--- src/rtl/vcgc_pkg.sv ---
package vcgc_pkg;

    // ------------------------------------------------------------------
    // register indices (byte address is four times the index)
    // ------------------------------------------------------------------
    localparam logic [7:0] IDX_TRIM     = 8'he3;
    localparam logic [7:0] IDX_MCLK     = 8'he4;
    localparam logic [7:0] IDX_RDCTL    = 8'he5;
    localparam logic [7:0] IDX_CNTCTL   = 8'he6;
    localparam logic [7:0] IDX_DATA     = 8'he8;
    localparam logic [7:0] IDX_IRQ_STAT = 8'hf0;
    localparam logic [7:0] IDX_IRQ_MASK = 8'hf1;

    localparam logic [7:0] RST_TRIM     = 8'h00;
    localparam logic [7:0] RST_MCLK     = 8'h00;
    localparam logic [7:0] RST_RDCTL    = 8'h00;
    localparam logic [7:0] RST_CNTCTL   = 8'h00;

    // ------------------------------------------------------------------
    // field positions
    // ------------------------------------------------------------------
    localparam int SLICER_LSB    = 2;
    localparam int EQ_GAIN_LSB   = 0;
    localparam int T1_RATE_LSB   = 6;
    localparam int E1_RATE_LSB   = 4;
    localparam int MON_SEL_BIT   = 7;
    localparam int RD_EN_BIT     = 6;
    localparam int CH_SEL_LSB    = 0;
    localparam int ALL_CLR_BIT   = 4;
    localparam int ALL_SNAP_BIT  = 3;
    localparam int BYTE_SEL_BIT  = 2;
    localparam int ONE_SNAP_BIT  = 1;
    localparam int ONE_CLR_BIT   = 0;

    // ------------------------------------------------------------------
    // decoded values
    // ------------------------------------------------------------------
    localparam logic [6:0]  SLICER_PCT_00 = 7'h32;
    localparam logic [6:0]  SLICER_PCT_01 = 7'h2d;
    localparam logic [6:0]  SLICER_PCT_10 = 7'h37;
    localparam logic [6:0]  SLICER_PCT_11 = 7'h44;
    localparam logic [1:0]  EQ_CUT_NONE   = 2'h0;
    localparam logic [1:0]  EQ_CUT_1DB    = 2'h1;
    localparam logic [1:0]  EQ_CUT_3DB    = 2'h3;
    localparam logic [14:0] T1_BASE_KHZ   = 15'h0608;
    localparam logic [14:0] E1_BASE_KHZ   = 15'h0800;
    localparam logic [3:0]  CH_NONE       = 4'h0;
    localparam logic [3:0]  CH_SPARE      = 4'hf;
    localparam logic [15:0] CNT_MAX       = 16'hffff;
    localparam logic [15:0] CNT_ZERO      = 16'h0000;

    // ------------------------------------------------------------------
    // timing
    // ------------------------------------------------------------------
    localparam longint CORE_CLK_HZ    = 20000000;
    localparam longint CLEAR_HOLD_NS  = 1000;
    localparam int     CLEAR_HOLD_CYC =
        int'((CLEAR_HOLD_NS * CORE_CLK_HZ + 64'd999999999) / 64'd1000000000);

    typedef enum logic {APB_IDLE, APB_ANSWER} vcgc_apb_e;

    function automatic logic vcgc_ch_valid(input logic [3:0] code,
                                           input int         nch);
        return (code != CH_NONE) && (code != CH_SPARE) &&
               (int'(code) <= nch);
    endfunction

    function automatic logic [3:0] vcgc_ch_index(input logic [3:0] code);
        return code - 4'h1;
    endfunction

endpackage

--- src/rtl/vcgc_sat_counter.sv ---
`timescale 1ns/1ps
module vcgc_sat_counter
    import vcgc_pkg::*;
#(
    parameter int WIDTH = 16
) (
    input  wire logic             clk,
    input  wire logic             rst,
    input  wire logic             clr,
    input  wire logic             inc,
    output logic [WIDTH-1:0]      count,
    output logic                  full
);

    logic [WIDTH-1:0] count_q;
    logic [WIDTH-1:0] count_d;

    assign full    = &count_q;
    // clear beats a violation in the same cycle
    assign count_d = clr ? '0 : ((inc && !full) ? count_q + 1'b1 : count_q);
    assign count   = count_q;

    always_ff @(posedge clk) begin
        if (rst) begin
            count_q <= '0;
        end else begin
            count_q <= count_d;
        end
    end

endmodule

--- src/rtl/vcgc_hold_mem.sv ---
`timescale 1ns/1ps
module vcgc_hold_mem
    import vcgc_pkg::*;
#(
    parameter int WIDTH = 16,
    parameter int DEPTH = 14,
    parameter int AW    = 4
) (
    input  wire logic                   clk,
    input  wire logic                   rst,
    input  wire logic [DEPTH-1:0]       wr_en,
    input  wire logic [DEPTH*WIDTH-1:0] wr_data,
    input  wire logic [AW-1:0]          rd_addr,
    output logic      [WIDTH-1:0]       rd_data
);

    logic [WIDTH-1:0] mem_q [DEPTH];

    generate
        if (DEPTH < 1 || DEPTH > (1 << AW)) begin : g_bad_depth
            $error("DEPTH must lie in 1..2**AW");
        end
    endgenerate

    generate
        for (genvar i = 0; i < DEPTH; i++) begin : g_word
            always_ff @(posedge clk) begin
                if (rst) begin
                    mem_q[i] <= '0;
                end else if (wr_en[i]) begin
                    mem_q[i] <= wr_data[i*WIDTH +: WIDTH];
                end
            end
        end
    endgenerate

    always_ff @(posedge clk) begin
        if (rst) begin
            rd_data <= '0;
        end else if (int'(rd_addr) < DEPTH) begin
            rd_data <= mem_q[rd_addr];
        end else begin
            rd_data <= '0;
        end
    end

endmodule

--- src/rtl/vcgc_top.sv ---
// Contract
// - slicer code sets 50/45/55/68 percent level
// - eq code 01 cuts 1dB, 10 cuts 3dB
// - t1 clock rate 1.544 doubling per code
// - e1 clock rate 2.048 doubling per code
// - monitor select routes violation or overflow
// - overflow asserted when counter saturates
// - counter holds ffff until a clear
// - read enable gates counter byte readback
// - select 0001..1110 picks channels 0..13
// - clock register spare bits are plain storage
// - clear bits zero counters, held one microsecond
// - all-snapshot copies every counter to holding
// - byte select picks low or high byte
// - data register shows chosen held byte
`timescale 1ns/1ps
module vcgc_top
    import vcgc_pkg::*;
#(
    parameter int NUM_CH = 14
) (
    input  wire logic              CORE_CLK,
    input  wire logic              RESET,
    input  wire logic              PSEL,
    input  wire logic              PENABLE,
    input  wire logic              PWRITE,
    input  wire logic [11:0]       PADDR,
    input  wire logic [31:0]       PWDATA,
    output logic      [31:0]       PRDATA,
    output logic                   PREADY,
    output logic                   PSLVERR,
    input  wire logic [NUM_CH-1:0] LINE_CODE_VIOLATION,
    output logic      [6:0]        SLICER_LEVEL_PCT,
    output logic      [1:0]        EQ_GAIN_CUT_DB,
    output logic      [14:0]       T1_MASTER_CLOCK_PIN_KHZ,
    output logic      [14:0]       E1_MASTER_CLOCK_PIN_KHZ,
    output logic      [NUM_CH-1:0] VIOLATION_MONITOR,
    output logic                   IRQ
);

    generate
        if (NUM_CH < 1 || NUM_CH > 14) begin : g_bad_num_ch
            $error("NUM_CH must lie in 1..14");
        end
    endgenerate

    localparam logic [7:0] CLR_HOLD_CNT = 8'(CLEAR_HOLD_CYC);

    // ------------------------------------------------------------------
    // apb decode
    // ------------------------------------------------------------------
    vcgc_apb_e         state_q;
    logic [7:0]        trim_q;
    logic [7:0]        mclk_q;
    logic [7:0]        rdctl_q;
    logic [7:0]        cntctl_q;
    logic [NUM_CH-1:0] stat_q;
    logic [NUM_CH-1:0] mask_q;
    logic [31:0]       rd_word;
    logic [7:0]        data_byte;

    wire  [7:0] idx      = PADDR[9:2];
    wire        aligned  = (PADDR[1:0] == 2'h0) && (PADDR[11:10] == 2'h0);
    wire        hit_trim = aligned && (idx == IDX_TRIM);
    wire        hit_mclk = aligned && (idx == IDX_MCLK);
    wire        hit_rdc  = aligned && (idx == IDX_RDCTL);
    wire        hit_cntc = aligned && (idx == IDX_CNTCTL);
    wire        hit_data = aligned && (idx == IDX_DATA);
    wire        hit_stat = aligned && (idx == IDX_IRQ_STAT);
    wire        hit_mask = aligned && (idx == IDX_IRQ_MASK);
    wire        mapped   = hit_trim || hit_mclk || hit_rdc || hit_cntc ||
                           hit_data || hit_stat || hit_mask;
    wire        access   = PSEL && PENABLE;
    // writes land only at the edge where the master sees pready high
    wire        wr_fire  = (state_q == APB_ANSWER) && access && PWRITE &&
                           mapped;

    assign rd_word = hit_trim ? {24'h0, trim_q}   :
                     hit_mclk ? {24'h0, mclk_q}   :
                     hit_rdc  ? {24'h0, rdctl_q}  :
                     hit_cntc ? {24'h0, cntctl_q} :
                     hit_data ? {24'h0, data_byte} :
                     hit_stat ? {{(32-NUM_CH){1'b0}}, stat_q} :
                     hit_mask ? {{(32-NUM_CH){1'b0}}, mask_q} : 32'h0;

    // one wait state so that read data leave a flip-flop
    always_ff @(posedge CORE_CLK) begin
        if (RESET) begin
            state_q <= APB_IDLE;
            PREADY  <= 1'b0;
            PSLVERR <= 1'b0;
            PRDATA  <= 32'h0;
        end else begin
            case (state_q)
                APB_IDLE: begin
                    if (access) begin
                        state_q <= APB_ANSWER;
                        PREADY  <= 1'b1;
                        PSLVERR <= !mapped;
                        PRDATA  <= (!PWRITE && mapped) ? rd_word : 32'h0;
                    end
                end
                APB_ANSWER: begin
                    state_q <= APB_IDLE;
                    PREADY  <= 1'b0;
                    PSLVERR <= 1'b0;
                end
                default: state_q <= APB_IDLE;
            endcase
        end
    end

    // ------------------------------------------------------------------
    // configuration registers
    // ------------------------------------------------------------------
    always_ff @(posedge CORE_CLK) begin
        if (RESET) begin
            trim_q   <= RST_TRIM;
            mclk_q   <= RST_MCLK;
            rdctl_q  <= RST_RDCTL;
            cntctl_q <= RST_CNTCTL;
        end else if (wr_fire) begin
            if (hit_trim) trim_q <= PWDATA[7:0];
            if (hit_mclk) mclk_q <= PWDATA[7:0];
            if (hit_rdc)  rdctl_q <= PWDATA[7:0];
            if (hit_cntc) cntctl_q <= PWDATA[7:0];
        end
    end

    wire [1:0] slicer_code = trim_q[SLICER_LSB +: 2];
    wire [1:0] eq_code     = trim_q[EQ_GAIN_LSB +: 2];
    wire [1:0] t1_code     = mclk_q[T1_RATE_LSB +: 2];
    wire [1:0] e1_code     = mclk_q[E1_RATE_LSB +: 2];
    wire       mon_sel     = rdctl_q[MON_SEL_BIT];
    wire       rd_en       = rdctl_q[RD_EN_BIT];
    wire [3:0] ch_sel      = rdctl_q[CH_SEL_LSB +: 4];
    wire       all_clr     = cntctl_q[ALL_CLR_BIT];
    wire       all_snap    = cntctl_q[ALL_SNAP_BIT];
    wire       byte_sel    = cntctl_q[BYTE_SEL_BIT];
    wire       one_snap    = cntctl_q[ONE_SNAP_BIT];
    wire       one_clr     = cntctl_q[ONE_CLR_BIT];

    wire       ch_ok  = vcgc_ch_valid(ch_sel, NUM_CH);
    wire [3:0] ch_idx = vcgc_ch_index(ch_sel);

    wire [6:0] slicer_pct = (slicer_code == 2'h0) ? SLICER_PCT_00 :
                            (slicer_code == 2'h1) ? SLICER_PCT_01 :
                            (slicer_code == 2'h2) ? SLICER_PCT_10 :
                                                    SLICER_PCT_11;
    wire [1:0] eq_cut = (eq_code == 2'h1) ? EQ_CUT_1DB :
                        (eq_code == 2'h2) ? EQ_CUT_3DB : EQ_CUT_NONE;

    // ------------------------------------------------------------------
    // counters, clear and snapshot
    // ------------------------------------------------------------------
    logic [7:0]        clr_cnt_q;
    logic              all_snap_q;
    logic              one_snap_q;
    logic [NUM_CH-1:0] viol_q;
    logic [NUM_CH-1:0] full;
    logic [NUM_CH-1:0] full_q;
    logic [NUM_CH-1:0] cnt_clr;
    logic [NUM_CH-1:0] snap_en;
    logic [NUM_CH*16-1:0] cnt_flat;
    logic [15:0]       hold_rd;

    // a clear only acts after the bit has stood for the full hold time
    wire clr_armed     = (clr_cnt_q == CLR_HOLD_CNT);
    wire all_snap_rise = all_snap && !all_snap_q;
    wire one_snap_rise = one_snap && !one_snap_q;

    always_ff @(posedge CORE_CLK) begin
        if (RESET || !(all_clr || one_clr)) begin
            clr_cnt_q <= 8'h00;
        end else if (!clr_armed) begin
            clr_cnt_q <= clr_cnt_q + 8'h01;
        end
    end

    always_ff @(posedge CORE_CLK) begin
        if (RESET) begin
            all_snap_q <= 1'b0;
            one_snap_q <= 1'b0;
            viol_q     <= '0;
            full_q     <= '0;
        end else begin
            all_snap_q <= all_snap;
            one_snap_q <= one_snap;
            viol_q     <= LINE_CODE_VIOLATION;
            full_q     <= full;
        end
    end

    generate
        for (genvar i = 0; i < NUM_CH; i++) begin : g_ch
            wire pick = ch_ok && (ch_idx == 4'(i));
            assign cnt_clr[i] = clr_armed &&
                                (all_clr || (one_clr && pick));
            assign snap_en[i] = all_snap_rise ||
                                (one_snap_rise && pick);
            vcgc_sat_counter #(
                .WIDTH (16)
            ) u_cnt (
                .clk   (CORE_CLK),
                .rst   (RESET),
                .clr   (cnt_clr[i]),
                .inc   (LINE_CODE_VIOLATION[i]),
                .count (cnt_flat[i*16 +: 16]),
                .full  (full[i])
            );
        end
    endgenerate

    vcgc_hold_mem #(
        .WIDTH (16),
        .DEPTH (NUM_CH),
        .AW    (4)
    ) u_hold (
        .clk     (CORE_CLK),
        .rst     (RESET),
        .wr_en   (snap_en),
        .wr_data (cnt_flat),
        .rd_addr (ch_idx),
        .rd_data (hold_rd)
    );

    // readback stays dark unless enabled and a real channel is chosen
    assign data_byte = (rd_en && ch_ok) ?
                       (byte_sel ? hold_rd[15:8] : hold_rd[7:0]) :
                       8'h00;

    // ------------------------------------------------------------------
    // interrupts and pin outputs
    // ------------------------------------------------------------------
    wire [NUM_CH-1:0] ovf_rise = full & ~full_q;
    wire [NUM_CH-1:0] stat_w1c = (wr_fire && hit_stat) ?
                                 PWDATA[NUM_CH-1:0] : '0;

    always_ff @(posedge CORE_CLK) begin
        if (RESET) begin
            stat_q <= '0;
            mask_q <= '0;
            IRQ    <= 1'b0;
        end else begin
            // a new overflow wins over a clear in the same cycle
            stat_q <= (stat_q & ~stat_w1c) | ovf_rise;
            if (wr_fire && hit_mask) mask_q <= PWDATA[NUM_CH-1:0];
            IRQ <= |(stat_q & mask_q);
        end
    end

    always_ff @(posedge CORE_CLK) begin
        if (RESET) begin
            SLICER_LEVEL_PCT        <= SLICER_PCT_00;
            EQ_GAIN_CUT_DB          <= EQ_CUT_NONE;
            T1_MASTER_CLOCK_PIN_KHZ <= T1_BASE_KHZ;
            E1_MASTER_CLOCK_PIN_KHZ <= E1_BASE_KHZ;
            VIOLATION_MONITOR       <= '0;
        end else begin
            SLICER_LEVEL_PCT        <= slicer_pct;
            EQ_GAIN_CUT_DB          <= eq_cut;
            T1_MASTER_CLOCK_PIN_KHZ <= T1_BASE_KHZ << t1_code;
            E1_MASTER_CLOCK_PIN_KHZ <= E1_BASE_KHZ << e1_code;
            VIOLATION_MONITOR       <= mon_sel ? full : viol_q;
        end
    end
endmodule

--- config.mk ---
export PLATFORM = sky130hd
export DESIGN_NAME = vcgc_top
export DESIGN_NICKNAME = d
export VERILOG_FILES = /design/src/rtl/vcgc_pkg.sv /design/src/rtl/vcgc_sat_counter.sv /design/src/rtl/vcgc_hold_mem.sv /design/src/rtl/vcgc_top.sv
export SDC_FILE = /design/constraint.sdc
export NUM_CORES = 1
export LEC_CHECK = 0
export BUFFER_PORTS_ARGS = -buffer_cell sky130_fd_sc_hd__buf_2
export CAP_MARGIN = 20
export CORE_ASPECT_RATIO = 1.1
export CORE_UTILIZATION = 55
export DETAILED_ROUTE_END_ITERATION = 7
export PLACE_DENSITY = 0.81
export SETUP_SLACK_MARGIN = 0.3
export SLEW_MARGIN = 25
export SYNTH_ARGS = -nofsm -noshare
export SYNTH_HDL_FRONTEND = slang
export SYNTH_SLANG_ARGS = --single-unit
--- constraint.sdc ---
create_clock -name CORE_CLK -period 8 [get_ports CORE_CLK]
set_input_delay 1.6 -clock CORE_CLK [delete_from_list [all_inputs] [get_ports CORE_CLK]]
set_output_delay 1.6 -clock CORE_CLK [all_outputs]
set_load 0.01 [all_outputs]
==> Word-level counts from Yosys, hierarchy flattened <==
Memory sizes are Yosys's and may differ from the RTL's. A register that Yosys moved wholly into a read port is not among the register bits.
Index checks and enable logic that the tools add are counted.
{ "classes": {"n_addsub": 16, "mul": 0, "div": 0, "order_cmp": 2, "eq_ne": 27, "shift": 2, "mux": 80, "n_bitwise": 22, "reduce_logical": 188} }
{ "op_table": {"columns": ["operator", "n"], "rows": [
  ["$add A16 B1 Y16 const B", 14],
  ["$mux W16", 14],
  ["$reduce_and A16 Y1", 14],
  ["$mux W14", 10],
  ["$logic_and A1 B1 Y1", 90],
  ["$eq A8 B8 Y1 const B", 7],
  ["$mux W1", 48],
  ["$and A14 B14 Y14", 3],
  ["$logic_or A1 B1 Y1", 36],
  ["$reduce_or A2 Y1", 17],
  ["$not A14 Y14", 2],
  ["$eq A4 B4 Y1 const B", 6],
  ["$logic_not A1 Y1", 19],
  ["$eq A4 B3 Y1 const B", 4],
  ["$mux W8", 2],
  ["$shl A11 B2 Y15 const A", 1],
  ["$shl A12 B2 Y15 const A", 1],
  ["$or A1 B1 Y1", 14],
  ["$or A14 B14 Y14", 1],
  ["$reduce_or A14 Y1", 1],
  ["$reduce_and A2 Y1", 5],
  ["$add A8 B1 Y8 const B", 1],
  ["$eq A4 B2 Y1 const B", 2],
  ["$eq A8 B5 Y1 const B", 1],
  ["other kinds (17)", 24]
]} }
{ "totals": {"regBits": 411, "latch_bits": 0, "ramBits": 224, "rom_bits": 0, "input_bits": 63, "out_inout_bits": 88, "mem_count": 1} }
{ "mem_list": {"columns": ["memory", "depth", "width", "rd", "rd_clocked_by_memory_dff", "wr", "line", "text"], "rows": [
  ["u_hold.mem_q", 14, 16, 1, 1, 14, "vcgc_hold_mem.sv:17", "logic [WIDTH-1:0] mem_q [DEPTH];"]
]} }

==> Longest topological paths before layout <==
{ "logic_depth": {"ltp_word": 15, "depth_mapped": 13, "ltp_nobuf": 7} }

==> Hierarchy <==
A second synthesis with hierarchy kept.
{ "unflattened": {"cells_unflattened": 2856, "area_unflattened_um2": 29126.7} }
{ "modules_own_cells": {"columns": ["module", "instances", "cells_per_inst", "area_each_um2", "seq_area_each_um2"], "rows": [
  ["vcgc_sat_counter", 14, 97, 830.8, 320.3],
  ["vcgc_hold_mem", 1, 733, 10725.3, 7046.8],
  ["vcgc_top", 1, 765, 6770.2, 2982.9]
]} }

==> Worst setup path after synthesis <==
OpenSTA, ideal clock, no wires.
{ "synth_path": {"path_type": "flip-flop to flip-flop", "start": "register rdctl_q[0]", "end": "memory u_hold.mem_q[4][0] (enable)", "setup_ns": 0.411, "arrival_time_ns": 3.664, "required_time_ns": 7.589, "slack_ns": 3.924, "path_stages_with_launch": 12, "path_buffers": 5, "path_cell_list": "dfxtp_1 -> clkbuf_1 -> buf_2 -> buf_2 -> buf_2 -> inv_1 -> ha_1 -> nor3b_2 -> nor3_2 -> buf_4 -> nand2_1 -> o21ai_0"} }
{ "synth_lines": {"columns": ["item", "line", "text"], "rows": [
  ["from (decl)", "vcgc_top.sv:55", "logic [7:0] rdctl_q;"],
  ["from (signal assigned)", "vcgc_top.sv:125", "if (hit_rdc) rdctl_q <= PWDATA[7:0];"],
  ["to (decl)", "vcgc_hold_mem.sv:17", null]
]} }

==> impl_metrics.yaml <==
run_status:
  status: "finished clean"
logic_synthesis:
  synth_compound_area_share_pct: 8.681
  synth-seq-cells: 613
  seq_area_frac_synth_pct: 51.43
  yosys.area_share.simple_pct: 23.26
  synthArstFlopShare_pct: 0
  synthFlopType: "dfxtp_1"
  synth_xor_area_share_pct: 5.028
  synth_top_family_by_area: "simple AND/OR/NAND/NOR gates"
  synth_edf_count: 224
  synth_common_cells: "dfxtp_1, nor2_1, edfxtp_1"
  ys_types: 84
  syn_area_per_cell_um2: 10.39
  synth_cells: 2716
  yosysMostFrequentCell: "dfxtp_1"
  netlist_area_um2: 28220
  yosys.area.top_type_share_pct: 27.60
  ys_warn_count: 0
  synth.area.top_cells: "dfxtp_1, edfxtp_1, nor3b_1"
  yosys-mux-area-fraction_pct: 6.881
  synthAdderAreaFrac_pct: 1.241
  synth_top_area_cell: "dfxtp_1"
sta:
  period_needed_ns: 3.699
  clock_skew_ns: 0.03012
  hold_violations: 0
  fin_crit_sh_pct: 46.23
  setup_viol: 0
  tightest_slew_ns: 0.9012
  rsz0062_at_grt: "no"
  tns_ns: 0
  slew_headroom_pct: 39.76
  report.final.slew_viol_count: 0
  hold_slack_ns: 0.4512
  max_freq_mhz: 270.4
global_route:
  grt_pass1_vias: 19980
  globalRouteTotalUtil_pct: 26.90
  grt_max_degree: 116
  grt_pass1_wl_mm: 110.6
  grt_antenna_before_repair: 0
  grt-ovfl-total: 0
power:
  finalPower_w: 0.006452
  leakage_nw: 10.36
  vdd_drop_max_uv: 170.0
  cellPowerDensity_nw_per_um2: 207.4
worst_setup_path:
  rr_worst_depth: 6
  crit_type: "register to register"
  cp-start-kind: "register"
  crit_path_end_kind: "register"
  required_ns: 8.37
  crit_fanout: 25
  cp.arrival_ns: 4.06
  reg2reg_slack_ns: 4.30
routing:
  drt_iter0_drc: 2083
  dr.pass1.iters: 5
  post-route-drc-count: 0
  wl_per_cell_um: 20.26
  ant_nets: 0
  totalWireLength_mm: 70.50
  via_per_inst: 6.213
  vias: 21620
cts:
  root_buffer: "clkbuf_16"
  ctsHoldBuffers: 0
  clock_latency_ns: 0.64
  post_cts_resized: 0
  numCtsBuffers: 61
  ctsLongestPathBuffers: 3
  path_clk_slew_ns: 0.07
  clock_sinks: 613
  htreeDepth: 2
  tritoncts: "done"
  cts_setup_buffers: 0
layout:
  syn2layout_area_growth_pct: 10.22
  nets: 2858
  fin_util_pct: 61.77
  layout-drive-gt1-share_pct: 12.45
  diodes: 0
  design_area_um2: 31100
flow_run:
  max_cap_violations: 0
place:
  portBuffers: 97
  globalplace.congestion: 0.9438
  placed_area_um2: 29070
  hpwlAfterDp_mm: 49.86
die:
  start_util_pct: 56.04
  rows: 86
  ios: 151
  die_w_um: 218.0
  core-area_um2: 50360
  die_y_um: 239.6
  die-area_um2: 52220
hold_path:
  hold_path_class: "register to register"
  worstHoldPathCells: 2
[power by group]
group,total [W],switching [W],internal [W]
Clock,0.00288,0.00121,0.00167
Combinational,0.000226,0.000155,0.0000714
Sequential,0.00334,0.0000432,0.00330
[metrics by stage]
step | std cells | setup slack (ns)
after floorplan | 2750 | 3.924
after global placement | 3364 | 3.942
after detailed placement | 3364 | 3.932
after CTS | 3479 | 4.119
after global routing | 3479 | 4.076
final | 3479 | 4.301
[state kept, by name, summed over array words and instances, names as in the netlist, 14 cells and up]
register           count
mask_q                14
viol_q                14
g_ch.u_cnt.count     224
PRDATA                14
u_hold.mem_q         224
full_q                14
stat_q                14
u_hold.rd_data        16
VIOLATION_MONITOR     14
[worst paths after layout]
path / start / endpoint
max: rdctl_q[0] / u_hold.mem_q[6][13]
min: PRDATA[10] / PRDATA[10]
max reg2reg: rdctl_q[0] / u_hold.mem_q[6][13]
min reg2reg: PRDATA[10] / PRDATA[10]
[critical path, cell delays in order (launching register included)]
cell and delay, ns:
dfxtp_4 0.62, inv_1 0.25, ha_1 0.41, nor3b_1 0.39, a41o_1 0.65, a31oi_2 0.45
nor3b_1 0.62
[placed cells by master, fill, tap and decap left out, types with 14 or more instances in the layout]
cell,instances
nor3_1,63
and4_1,28
and3_1,36
or3_1,26
a22oi_1,34
clkinv_2,14
nand4_1,74
o21ai_1,14
clkbuf_16,62
a211oi_1,21
ha_1,27
nand2_1,171
xor2_1,69
dfxtp_1,388
nand3_1,102
mux2_2,24
and2_1,85
conb_1,35
mux4_2,48
a21oi_1,128
mux2i_1,59
nor2b_1,19
xnor2_1,93
edfxtp_1,224
nor4_1,40
buf_2,96
nor3b_1,163
or4_1,18
inv_1,30
o21ai_0,51
nand2b_1,15
buf_4,29
o211ai_1,14
nor2_1,306
[cell type report]
type	count	area, µm²
Clock buffer	78	1642
Timing Repair Buffer	126	713.2
Inverter	31	116.4
Clock inverter	37	366.6
Multi-Input combinational cell	1934	12920
Tap cell	660	825.8
Fill cell	3899	19250
Sequential cell	613	14520
[layer usage]
| metal | global-route usage [%] | vias up | share of wire (%) |
|---|---|---|---|
| li1 | - | 9998 | - |
| met1 | 35.60 | 10540 | 41 |
| met2 | 43.62 | 925 | 47 |
| met3 | 4.203 | 155 | 7.5 |
| met4 | 11.82 | 0 | 3.9 |
| met5 | 0 | - | 0 |
[kinds of logic (layout without fill, tap and decap cells)]
group	after synthesis	in the layout
DFF	613	613
xor gates and xnor gates	162	162
buffers and inverters	203	272
adders and majority gates	28	28
muxes	131	131
other	1	35
AOI/OAI and AO/OA	376	376
and+or+nand+nor	1202	1202
(Power assumes the default switching activity.)
